### src/verilog/fws_consts.svh
// Constants for the flash write-status host controller
`ifndef FWS_CONSTS_SVH
`define FWS_CONSTS_SVH
`define FWS_REG_CTRL 8'h00
`define FWS_REG_ADDR 8'h04
`define FWS_REG_WDATA 8'h08
`define FWS_REG_STATUS 8'h0C
`define FWS_REG_RDATA 8'h10
`define FWS_CMD_NONE 3'h0
`define FWS_CMD_PROG 3'h1
`define FWS_CMD_SECT 3'h2
`define FWS_CMD_ADDSECT 3'h3
`define FWS_CMD_CHIP 3'h4
`define FWS_CMD_RESET 3'h5
`define FWS_CMD_READ 3'h6
`define FWS_BIT_POLL 7
`define FWS_BIT_TOGGLE 6
`define FWS_BIT_FAIL 5
`define FWS_BIT_TIMER 3
`define FWS_ADDR_W 17
`define FWS_STROBE_CYC 4'h3
`define FWS_LEN_ONE 3'h1
`define FWS_LEN_PROG 3'h4
`define FWS_LEN_ERASE 3'h6
`define FWS_RES_OK 2'h1
`define FWS_RES_FAIL 2'h2
`define FWS_RES_REJECT 2'h3
`define FWS_UNLOCK_A1 17'h0_5555
`define FWS_UNLOCK_A2 17'h0_2AAA
`define FWS_UNLOCK_D1 8'hAA
`define FWS_UNLOCK_D2 8'h55
`define FWS_CD_PROG 8'hA0
`define FWS_CD_ERASE 8'h80
`define FWS_CD_CHIP 8'h10
`define FWS_CD_SECT 8'h30
`define FWS_CD_RESET 8'hF0
`endif

### src/verilog/fws_pkg.sv
// Types for the flash write-status host controller
package fws_pkg;
    typedef enum logic [3:0] {
        FWS_IDLE = 4'h0,
        FWS_WRITE = 4'h1,
        FWS_READ1 = 4'h2,
        FWS_READ2 = 4'h3,
        FWS_JUDGE = 4'h4,
        FWS_DONE = 4'h5,
        FWS_PRECHK = 4'h6
    } fws_state_type;
endpackage

### src/verilog/fws_host.sv
// Host controller that sequences flash program and erase and polls status
`include "fws_consts.svh"
module fws_host (
    input wire logic clk,
    input wire logic rst_n,
    input wire logic hsel,
    input wire logic [31:0] haddr,
    input wire logic [1:0] htrans,
    input wire logic hwrite,
    input wire logic [2:0] hsize,
    input wire logic [31:0] hwdata,
    input wire logic hready,
    output logic [31:0] hrdata,
    output logic hreadyout,
    output logic hresp,
    output logic [16:0] flashAddr,
    output logic [7:0] flashDqOut,
    output logic flashDqOe,
    input wire logic [7:0] flashDqIn,
    output logic flashCe_n,
    output logic flashOe_n,
    output logic flashWe_n
);
    import fws_pkg::*;

    // Only defined command codes start work; undefined codes are dropped
    function automatic logic isWriteCmd(input logic [2:0] c);
        isWriteCmd = (c >= `FWS_CMD_PROG) && (c <= `FWS_CMD_READ);
    endfunction

    fws_state_type state, next_state;
    logic [2:0] cmd, next_cmd;
    logic [16:0] opAddr, next_opAddr;
    logic [7:0] opData, next_opData;
    logic [2:0] seqIdx, next_seqIdx;
    logic [2:0] seqLen, next_seqLen;
    logic [3:0] cnt, next_cnt;
    logic [7:0] first, next_first;
    logic [7:0] rdData, next_rdData;
    logic [1:0] result, next_result;
    logic timerSeen, next_timerSeen;
    logic busy, next_busy;
    logic [16:0] pinAddr, next_pinAddr;
    logic [7:0] pinDq, next_pinDq;
    logic pinOe, next_pinOe, pinCe_n, next_pinCe_n;
    logic pinOe_n, next_pinOe_n, pinWe_n, next_pinWe_n;
    logic [7:0] dqMeta, dqSync;

    // AHB-Lite data phase capture
    logic wPend;
    logic [7:0] wAddr;
    logic [31:0] next_hrdata;
    logic go;

    // Two flops on the pin data before any logic reads it
    always_ff @(posedge clk or negedge rst_n) begin
        if (!rst_n) begin
            dqMeta <= 8'h00;
            dqSync <= 8'h00;
        end else begin
            dqMeta <= flashDqIn;
            dqSync <= dqMeta;
        end
    end

    // Bus slave always ready and OKAY; register writes land one cycle after address
    always_ff @(posedge clk or negedge rst_n) begin
        if (!rst_n) begin
            wPend <= 1'b0;
            wAddr <= 8'h00;
            hrdata <= 32'h0000_0000;
        end else begin
            wPend <= hsel && hready && htrans[1] && hwrite;
            wAddr <= haddr[7:0];
            hrdata <= next_hrdata;
        end
    end
    assign hreadyout = 1'b1;
    assign hresp = 1'b0;
    assign go = wPend && (wAddr == `FWS_REG_CTRL) && !busy && isWriteCmd(hwdata[2:0]);

    // Read mux; data ready in the data phase following the address phase
    always_comb begin
        next_hrdata = 32'h0000_0000;
        if (hsel && hready && htrans[1] && !hwrite) begin
            case (haddr[7:0])
                `FWS_REG_CTRL: next_hrdata = {29'h0000_0000, cmd};
                `FWS_REG_ADDR: next_hrdata = {15'h0000, opAddr};
                `FWS_REG_WDATA: next_hrdata = {24'h00_0000, opData};
                `FWS_REG_STATUS: next_hrdata = {28'h000_0000, timerSeen, busy, result};
                `FWS_REG_RDATA: next_hrdata = {24'h00_0000, rdData};
                default: next_hrdata = 32'h0000_0000;
            endcase
        end
    end

    // Unlock and command byte for step i of the current sequence
    function automatic logic [24:0] seqStep(input logic [2:0] c, input logic [2:0] i,
                                            input logic [16:0] a, input logic [7:0] d);
        logic [24:0] s;
        s = {`FWS_UNLOCK_A1, `FWS_UNLOCK_D1};
        case (i)
            3'h0: s = (c == `FWS_CMD_RESET) ? {a, `FWS_CD_RESET}
                    : (c == `FWS_CMD_ADDSECT) ? {a, `FWS_CD_SECT}
                    : {`FWS_UNLOCK_A1, `FWS_UNLOCK_D1};
            3'h1: s = {`FWS_UNLOCK_A2, `FWS_UNLOCK_D2};
            3'h2: s = (c == `FWS_CMD_PROG) ? {`FWS_UNLOCK_A1, `FWS_CD_PROG}
                    : {`FWS_UNLOCK_A1, `FWS_CD_ERASE};
            3'h3: s = (c == `FWS_CMD_PROG) ? {a, d} : {`FWS_UNLOCK_A1, `FWS_UNLOCK_D1};
            3'h4: s = {`FWS_UNLOCK_A2, `FWS_UNLOCK_D2};
            3'h5: s = (c == `FWS_CMD_CHIP) ? {`FWS_UNLOCK_A1, `FWS_CD_CHIP}
                    : {a, `FWS_CD_SECT};
            default: s = {`FWS_UNLOCK_A1, `FWS_UNLOCK_D1};
        endcase
        seqStep = s;
    endfunction

    // Sequencer next state
    always_comb begin
        next_state = state;
        next_cmd = cmd;
        next_opAddr = opAddr;
        next_opData = opData;
        next_seqIdx = seqIdx;
        next_seqLen = seqLen;
        next_cnt = cnt;
        next_first = first;
        next_rdData = rdData;
        next_result = result;
        next_timerSeen = timerSeen;
        next_busy = busy;
        next_pinAddr = pinAddr;
        next_pinDq = pinDq;
        next_pinOe = pinOe;
        next_pinCe_n = pinCe_n;
        next_pinOe_n = pinOe_n;
        next_pinWe_n = pinWe_n;
        if (wPend && !busy && wAddr == `FWS_REG_ADDR) next_opAddr = hwdata[16:0];
        if (wPend && !busy && wAddr == `FWS_REG_WDATA) next_opData = hwdata[7:0];
        case (state)
            FWS_IDLE: begin
                if (go) begin
                    next_cmd = hwdata[2:0];
                    next_busy = 1'b1;
                    next_result = 2'h0;
                    next_seqIdx = 3'h0;
                    next_cnt = 4'h0;
                    case (hwdata[2:0])
                        `FWS_CMD_RESET, `FWS_CMD_ADDSECT: next_seqLen = `FWS_LEN_ONE;
                        `FWS_CMD_PROG: next_seqLen = `FWS_LEN_PROG;
                        default: next_seqLen = `FWS_LEN_ERASE;
                    endcase
                    // Added sector checks the timer before the command
                    if (hwdata[2:0] == `FWS_CMD_ADDSECT) next_state = FWS_PRECHK;
                    else if (hwdata[2:0] == `FWS_CMD_READ) next_state = FWS_READ1;
                    else next_state = FWS_WRITE;
                end
            end
            FWS_PRECHK: begin
                // Timer is always read; command spacing is never assumed
                next_first = 8'h00;
                next_state = FWS_READ1;
            end
            FWS_WRITE: begin
                // Strobe low for three cycles, then high for four
                {next_pinAddr, next_pinDq} = seqStep(cmd, seqIdx, opAddr, opData);
                next_pinOe = 1'b1;
                next_pinCe_n = 1'b0;
                next_pinOe_n = 1'b1;
                next_cnt = cnt + 4'h1;
                next_pinWe_n = (cnt < `FWS_STROBE_CYC) ? 1'b0 : 1'b1;
                if (cnt == (`FWS_STROBE_CYC + `FWS_STROBE_CYC)) begin
                    next_cnt = 4'h0;
                    next_pinCe_n = 1'b1;
                    next_seqIdx = seqIdx + 3'h1;
                    if (seqIdx + 3'h1 == seqLen) begin
                        next_pinOe = 1'b0;
                        // Reset and plain read need no polling
                        if (cmd == `FWS_CMD_RESET) next_state = FWS_DONE;
                        else next_state = FWS_READ1;
                    end
                end
            end
            FWS_READ1, FWS_READ2: begin
                // Valid address: program address or sector in erase
                next_pinAddr = opAddr;
                next_pinOe = 1'b0;
                next_pinCe_n = 1'b0;
                next_pinOe_n = 1'b0;
                next_cnt = cnt + 4'h1;
                // Wait twice the strobe count, six cycles, so data clears the two synchroniser flops before sampling
                if (cnt == (`FWS_STROBE_CYC + `FWS_STROBE_CYC)) begin
                    next_cnt = 4'h0;
                    next_pinCe_n = 1'b1;
                    next_pinOe_n = 1'b1;
                    if (cmd == `FWS_CMD_READ) begin
                        next_rdData = dqSync;
                        next_state = FWS_DONE;
                    end else if (state == FWS_READ1) begin
                        next_first = dqSync;
                        next_state = FWS_READ2;
                    end else begin
                        next_rdData = dqSync;
                        next_state = FWS_JUDGE;
                    end
                end
            end
            FWS_JUDGE: begin
                next_state = FWS_READ1;
                if (cmd == `FWS_CMD_ADDSECT && seqIdx == 3'h0) begin
                    // Pre-check: timer already high means erase began
                    if (rdData[`FWS_BIT_TIMER]) begin
                        next_result = `FWS_RES_REJECT;
                        next_state = FWS_DONE;
                    end else begin
                        next_state = FWS_WRITE;
                    end
                end else if (first[`FWS_BIT_TOGGLE] == rdData[`FWS_BIT_TOGGLE]) begin
                    // Toggle stopped: operation finished successfully
                    next_result = `FWS_RES_OK;
                    next_state = FWS_DONE;
                end else if ((cmd == `FWS_CMD_SECT || cmd == `FWS_CMD_ADDSECT)
                             && !rdData[`FWS_BIT_TIMER]) begin
                    // Window still open; report it so software may add sectors
                    next_timerSeen = 1'b0;
                    next_result = `FWS_RES_OK;
                    next_state = FWS_DONE;
                end else if (cmd == `FWS_CMD_ADDSECT && rdData[`FWS_BIT_TIMER]
                             && !timerSeen) begin
                    // Timer now high after the add: command may be lost
                    next_timerSeen = 1'b1;
                    next_result = `FWS_RES_REJECT;
                    next_state = FWS_DONE;
                end else if (rdData[`FWS_BIT_FAIL]) begin
                    // Recheck toggle once more, it may stop as the fail bit rises
                    if (first[`FWS_BIT_FAIL]) begin
                        next_result = `FWS_RES_FAIL;
                        next_state = FWS_DONE;
                    end
                end else begin
                    next_timerSeen = rdData[`FWS_BIT_TIMER] && cmd != `FWS_CMD_PROG;
                end
            end
            FWS_DONE: begin
                next_busy = 1'b0;
                next_cmd = `FWS_CMD_NONE;
                next_pinCe_n = 1'b1;
                next_pinOe_n = 1'b1;
                next_pinWe_n = 1'b1;
                next_state = FWS_IDLE;
            end
            default: next_state = FWS_IDLE;
        endcase
    end

    // Sequencer registers
    always_ff @(posedge clk or negedge rst_n) begin
        if (!rst_n) begin
            state <= FWS_IDLE;
            cmd <= `FWS_CMD_NONE;
            opAddr <= 17'h0_0000;
            opData <= 8'h00;
            seqIdx <= 3'h0;
            seqLen <= 3'h0;
            cnt <= 4'h0;
            first <= 8'h00;
            rdData <= 8'h00;
            result <= 2'h0;
            timerSeen <= 1'b0;
            busy <= 1'b0;
            pinAddr <= 17'h0_0000;
            pinDq <= 8'h00;
            pinOe <= 1'b0;
            pinCe_n <= 1'b1;
            pinOe_n <= 1'b1;
            pinWe_n <= 1'b1;
        end else begin
            state <= next_state;
            cmd <= next_cmd;
            opAddr <= next_opAddr;
            opData <= next_opData;
            seqIdx <= next_seqIdx;
            seqLen <= next_seqLen;
            cnt <= next_cnt;
            first <= next_first;
            rdData <= next_rdData;
            result <= next_result;
            timerSeen <= next_timerSeen;
            busy <= next_busy;
            pinAddr <= next_pinAddr;
            pinDq <= next_pinDq;
            pinOe <= next_pinOe;
            pinCe_n <= next_pinCe_n;
            pinOe_n <= next_pinOe_n;
            pinWe_n <= next_pinWe_n;
        end
    end

    // Pins straight from flops
    assign flashAddr = pinAddr;
    assign flashDqOut = pinDq;
    assign flashDqOe = pinOe;
    assign flashCe_n = pinCe_n;
    assign flashOe_n = pinOe_n;
    assign flashWe_n = pinWe_n;
endmodule

### config.mk
export PLATFORM = sky130hd
export DESIGN_NAME = fws_host
export DESIGN_NICKNAME = d
export VERILOG_FILES = /design/src/verilog/fws_pkg.sv /design/src/verilog/fws_host.sv
export VERILOG_INCLUDE_DIRS = /design/src /design/src/verilog
export SDC_FILE = /design/constraint.sdc
export NUM_CORES = 1
export LEC_CHECK = 0
export ABC_AREA = 1
export CAP_MARGIN = 20
export CORE_ASPECT_RATIO = 0.75
export CORE_MARGIN = 8
export CORE_UTILIZATION = 30
export DETAILED_ROUTE_END_ITERATION = 16
export DONT_BUFFER_PORTS = 1
export SLEW_MARGIN = 10
export SYNTH_ARGS = -nofsm -noshare
export SYNTH_HDL_FRONTEND = slang
export SYNTH_SLANG_ARGS = --single-unit
### constraint.sdc
create_clock -name clk -period 2.35 [get_ports clk]
set_clock_uncertainty 0.1 [all_clocks]
set_input_delay 0.235 -clock clk [delete_from_list [all_inputs] [get_ports clk]]
set_output_delay 0.235 -clock clk [all_outputs]
set_load 0.03 [all_outputs]
Word level (Yosys, flattened, before mapping)
Cells that the tools add are included.
W data, S select, Z words.
{"block": "classes", "addsub": 2, "n_lt_le_gt_ge": 3, "eq_ne": 42, "n_mux": 63, "bitwise": 2, "n_reduce_logical": 48}
{"op": "$pmux W25 S5", "n": 1}
{"op": "$mux W25", "n": 4}
{"op": "$pmux W17 S5", "n": 1}
{"op": "$mux W3", "n": 13}
{"op": "$pmux W17 S2", "n": 1}
{"op": "$mux W4", "n": 7}
{"op": "$eq A8 B4 Y1 const B", "n": 3}
{"op": "$eq A3 B3 Y1 const B", "n": 7}
{"op": "$mux W7", "n": 3}
{"op": "$pmux W4 S5", "n": 1}
{"op": "$mux W2", "n": 9}
{"op": "$pmux W3 S2", "n": 3}
{"op": "$reduce_bool A2 Y1", "n": 9}
{"op": "$mux W17", "n": 1}
{"op": "$eq A4 B3 Y1 const B", "n": 4}
{"op": "$eq A8 B3 Y1 const B", "n": 2}
{"op": "$logic_and A1 B1 Y1", "n": 16}
{"op": "$logic_not A8 Y1", "n": 2}
{"op": "$mux W8", "n": 2}
{"op": "$eq A3 B2 Y1 const B", "n": 5}
{"op": "$ne A2 B2 Y1 const B", "n": 7}
{"op": "$pmux W7 S2", "n": 1}
{"op": "$ne A6 B6 Y1 const B", "n": 2}
{"op": "$reduce_and A4 Y1", "n": 3}
{"op": "28 further kinds", "n": 53}
{"block": "word_totals", "register_bits": 147, "inputBits": 82, "output_inout_bits": 63}

Longest topological paths before layout
{"block": "depth", "word_depth": 8, "ltp_mapped": 13}

Worst setup path before layout
Ideal clock, no wire load.
{"block": "synth_path", "kind": "register -> register", "from": "register seqIdx[0]", "to": "register pinAddr[11], in the netlist flashAddr[11]", "arrival_time_ps": 1530, "required_time_ps": 2173, "slack_ps": 643, "stages_incl_launch_ff": 9, "n_path_buf": 0, "path_cell_list": "dfrtp_1 -> inv_1 -> ha_1 -> inv_1 -> nor2_1 -> nand3_1 -> nand4_1 -> nand2_1 -> a21oi_1"}
{"block": "synth_between", "elab_chain_len": 4, "word_cells_on_any_way": 9}
{"item": "start: declaration", "line_no": "fws_host.sv:35", "source": "logic [2:0] seqIdx, next_seqIdx;"}
{"item": "start signal: assignment", "line_no": "fws_host.sv:282", "source": "seqIdx <= next_seqIdx;"}
{"item": "$eq A3 B3 Y1 or $eq A3 B1 Y1 (tied branches)", "line_no": "fws_host.sv:102", "source": "case (i)"}
{"item": "$reduce_or A2 Y1 (no line)"}
{"item": "$pmux W25 S5 (*)", "line_no": "fws_host.sv:102"}
{"item": "$pmux W17 S2 (*)", "line_no": "fws_host.sv:140", "source": "case (state)"}
{"item": "end signal: assignment", "line_no": "fws_host.sv:290", "source": "pinAddr <= next_pinAddr;"}
{"item": "end: declaration", "line_no": "fws_host.sv:43", "source": "logic [16:0] pinAddr, next_pinAddr;"}
Every way passes the cells marked *; elsewhere a longest branch is shown, timed or not.
A chain may end at the register's enable or synchronous reset.

Worst setup path in the final report
{"block": "layout_path", "from": "register seqIdx[0]", "to": "register pinAddr[2], in the netlist flashAddr[2]"}
The elaborated chain is that of the path after synthesis.

==> results.cfg <==
[floorplanning]
die_y_um = 137
die_w_um = 177
placementRows = 44
ioPinCount = 145
coreArea_um2 = 19200
dieArea_um2 = 24100
start_util_pct = 30.4

[clocking]
htree_num_levels = 4
tritoncts = yes
post-cts-setup-buffer-count = 0
clkTransAtPathRegs_ns = 0.06
clock-root-buffer = sky130_fd_sc_hd__clkbuf_16
cts_num_sinks = 126
worst_skew_pair.late_latency_ns = 0.41
holdBufCountCts = 34
clk_path_buf_depth = 2
tritoncts.num_buffers = 17
post_cts_resized = 0

[worst_setup_path]
crit_path_max_incr_delay_ns = 0.53
timing.reg2reg.setup_slack_ns = 0.30
crit_chain = inv_1, ha_1, nand2_1, a21oi_1, nor2_1, nand2_1, nand2_1, nand2_1
crit_required_ns = 2.59
criticalPathCategory = register to register
regToRegStartpoint = seqIdx[0]$_DFFE_PN0P_
cpMaxStageDelayCell = sky130_fd_sc_hd__a21oi_1
timing.critical_path.to_type = register
worst_r2r_path_depth = 8
arrival_ns = 2.29
crit_path_start_kind = register
path_common_cell = sky130_fd_sc_hd__nand2_1
path_max_fanout = 6
timing.rr.end = flashAddr[2]$_DFFE_PN0P_

[power]
max_vdd_drop_uv = 454
post-layout-total-power_mw = 8.40
power-per-cell-area_nw_per_um2 = 1210
leakagePower_nw = 3.41

[sta]
period_minus_slack_ns = 2.05
max_slew.worst_pin.slew_ns = 0.645
fin_ws_ns = 0.301
finalHoldViolations = 126
max_slew_headroom_pct = 57.0
final-setup-viol-count = 0
final.setup.tns_ns = 0
hold_slack_ns = -0.578
timing.final.crit_share_pct = 87.2
rsz0062_at_grt = false
maxClockFrequency_mhz = 488
count_of_pins_over_their_slew_limit = 0

[detailed_routing]
detail_route.wl_per_cell_um = 16.4
route.detailed.vias_per_inst = 4.70
finalWirelength_um = 16500
detailedRoute.firstIterationViolations = 443
drt.antenna.violating_nets = 0
drt_pre_antenna_iters = 8
num_vias = 4735
drc = 0

[synthesis]
yosys_register_bits = 126
yosys_warnings = 0
synth_flop_cell = sky130_fd_sc_hd__dfrtp_1
synth.largest_area_cell = sky130_fd_sc_hd__dfrtp_1
syn_avg_cell_area_um2 = 8.37
synthDistinctLibCells = 39
post_synth_inst_count = 695
synth_edf_count = 0
yosys.cell_count.top_type = sky130_fd_sc_hd__nand2_1
synth_sequential_area_ratio_pct = 54.3
ys_async_sr_fraction_pct = 100
post-synth-top-area-fraction_pct = 52.9
synth.top_cells.by_count = sky130_fd_sc_hd__nand2_1, sky130_fd_sc_hd__dfrtp_1, sky130_fd_sc_hd__inv_1, sky130_fd_sc_hd__nor2_1, sky130_fd_sc_hd__nand3_1
synth.cell_area_um2 = 5820
netlist_top_cells_area = sky130_fd_sc_hd__dfrtp_1, sky130_fd_sc_hd__nand2_1, sky130_fd_sc_hd__nand3_1, sky130_fd_sc_hd__inv_1, sky130_fd_sc_hd__nor2_1

[placement]
numPortBuffers = 0
placed_wire_length_estimate_after_detailed_placement_um = 11800
numPlacedInstances = 942
dpl_cell_area_um2 = 6040
dp_worst_setup_slack_ns = 0.364
gp_routability_congestion = 0.898

[global_route]
number_of_global_route_vias_before_repair = 4479
groute.usage.overall_pct = 14.0
overflow = 0
wire_length_of_the_first_global_routing_pass_um = 25900
pin_count_of_the_biggest_net_entering_global_routing = 127
number_of_antenna_violations_at_the_first_check_in_global_routing = 0

[layout]
nets = 829
num_antenna_cells = 0
finalNonFillerCells = 1008
drive_gt1_share_pct = 7.95
fin_util_pct = 36.3
postLayoutCellArea_um2 = 6950
area_growth_syn_to_layout_pct = 19.5

[run]
maxCapViolCount = 0

[worst_hold_path]
min-delay-path-class = primary input to async pin

[run_status]
run_status = finished, violations left
failing_checks = negative hold slack
-- final cells by class --
class                   count  area, µm²
well taps                 253        317
flip-flops and latches    126       3160
repair buffers             41        393
clock inverters            10        115
fillers                  1953      12200
clock buffers              22        454
inverters                  80        305
multi-input cells         476       2210
-- worst max-delay path by stage --
stage	start	endpoint	slack [ns]	cells after the start
6_report	seqIdx[0]$_DFFE_PN0P_	flashAddr[2]$_DFFE_PN0P_	0.30	8
5_1_grt	seqIdx[2]$_DFFE_PN0P_	flashAddr[8]$_DFFE_PN0P_	0.12	9
4_1_cts	seqIdx[0]$_DFFE_PN0P_	flashAddr[2]$_DFFE_PN0P_	0.36	9
3_5_place_dp	seqIdx[0]$_DFFE_PN0P_	flashAddr[1]$_DFFE_PN0P_	0.36	8
3_3_place_gp	seqIdx[0]$_DFFE_PN0P_	flashAddr[8]$_DFFE_PN0P_	0.38	9
2_1_floorplan	seqIdx[0]$_DFFE_PN0P_	flashAddr[11]$_DFFE_PN0P_	0.64	8
-- logic make-up after synthesis --
logic type,after synthesis,share of synthesized area (%)
compound gates,111,10.7
fa+ha+maj,5,1.08
buf+inv,108,8.67
flops,126,54.3
other cells,2,0.129
simple gates,343,25.1
-- per-layer routing --
| layer | global-route usage (%) | vias up | part of all wire [%] | routed length, µm |
|---|---|---|---|---|
| met4 | 4.70 | 0 | 1.1 | 182 |
| met3 | 3.89 | 14 | 7.7 | 1270 |
| li1 | - | 2305 | - | - |
| met1 | 20.8 | 2248 | 50 | 8170 |
| met5 | 0 | - | 0 | 0 |
| met2 | 18.8 | 168 | 42 | 6870 |
-- cell usage in the layout (no fill, tap or decap), types with 3 or more instances in the layout --
cell type / netlist / final
sky130_fd_sc_hd__nand2_1: 181 / 181
sky130_fd_sc_hd__dfrtp_1: 123 / 123
sky130_fd_sc_hd__inv_1: 73 / 73
sky130_fd_sc_hd__nor2_1: 73 / 73
sky130_fd_sc_hd__nand3_1: 64 / 64
sky130_fd_sc_hd__o21ai_0: 48 / 48
sky130_fd_sc_hd__a21oi_1: 36 / 36
sky130_fd_sc_hd__dlygate4sd3_1: 0 / 34
sky130_fd_sc_hd__conb_1: 2 / 17
sky130_fd_sc_hd__clkbuf_16: 0 / 17
sky130_fd_sc_hd__buf_4: 18 / 7
sky130_fd_sc_hd__o22ai_1: 6 / 6
sky130_fd_sc_hd__nor3_1: 5 / 5
sky130_fd_sc_hd__inv_2: 5 / 5
sky130_fd_sc_hd__ha_1: 5 / 5
sky130_fd_sc_hd__o21ai_1: 4 / 4
sky130_fd_sc_hd__and3_1: 4 / 4
sky130_fd_sc_hd__nand4_1: 4 / 4
sky130_fd_sc_hd__clkbuf_1: 4 / 4
sky130_fd_sc_hd__nor2_2: 3 / 3
sky130_fd_sc_hd__o21ai_2: 3 / 3
sky130_fd_sc_hd__clkinv_2: 0 / 3
sky130_fd_sc_hd__clkinvlp_4: 0 / 3
sky130_fd_sc_hd__dfstp_2: 3 / 3
-- where the power goes --
group	internal, mW	leakage, nW	switching [mW]
Combinational	0.784	1.70	1.56
Clock	1.59	0.270	0.969
Sequential	2.64	1.43	0.855
-- critical path, delay by kind of cell, from the launching register on --
kind | cells | cell delay, ns
AND/OR/NAND/NOR | 5 | 0.55
AO/OA/AOI/OAI | 1 | 0.53
flip-flops | 1 | 0.41
adder cells (fa/ha/maj) | 1 | 0.23
buffers and inverters | 1 | 0.17
-- registers in the layout, summed over array words and instances, names as in the netlist, 2 cells and up --
| name | cells |
|---|---|
| dqSync | 8 |
| flashDqOut | 8 |
| dqMeta | 8 |
| flashAddr | 17 |
| opData | 8 |
| wAddr | 8 |
| rdData | 8 |
| cnt | 4 |
| seqLen | 3 |
| result | 2 |
| cmd | 3 |
| hrdata | 17 |
| state | 3 |
| seqIdx | 3 |
| opAddr | 17 |
| first | 2 |
(Power assumes the default switching activity.)
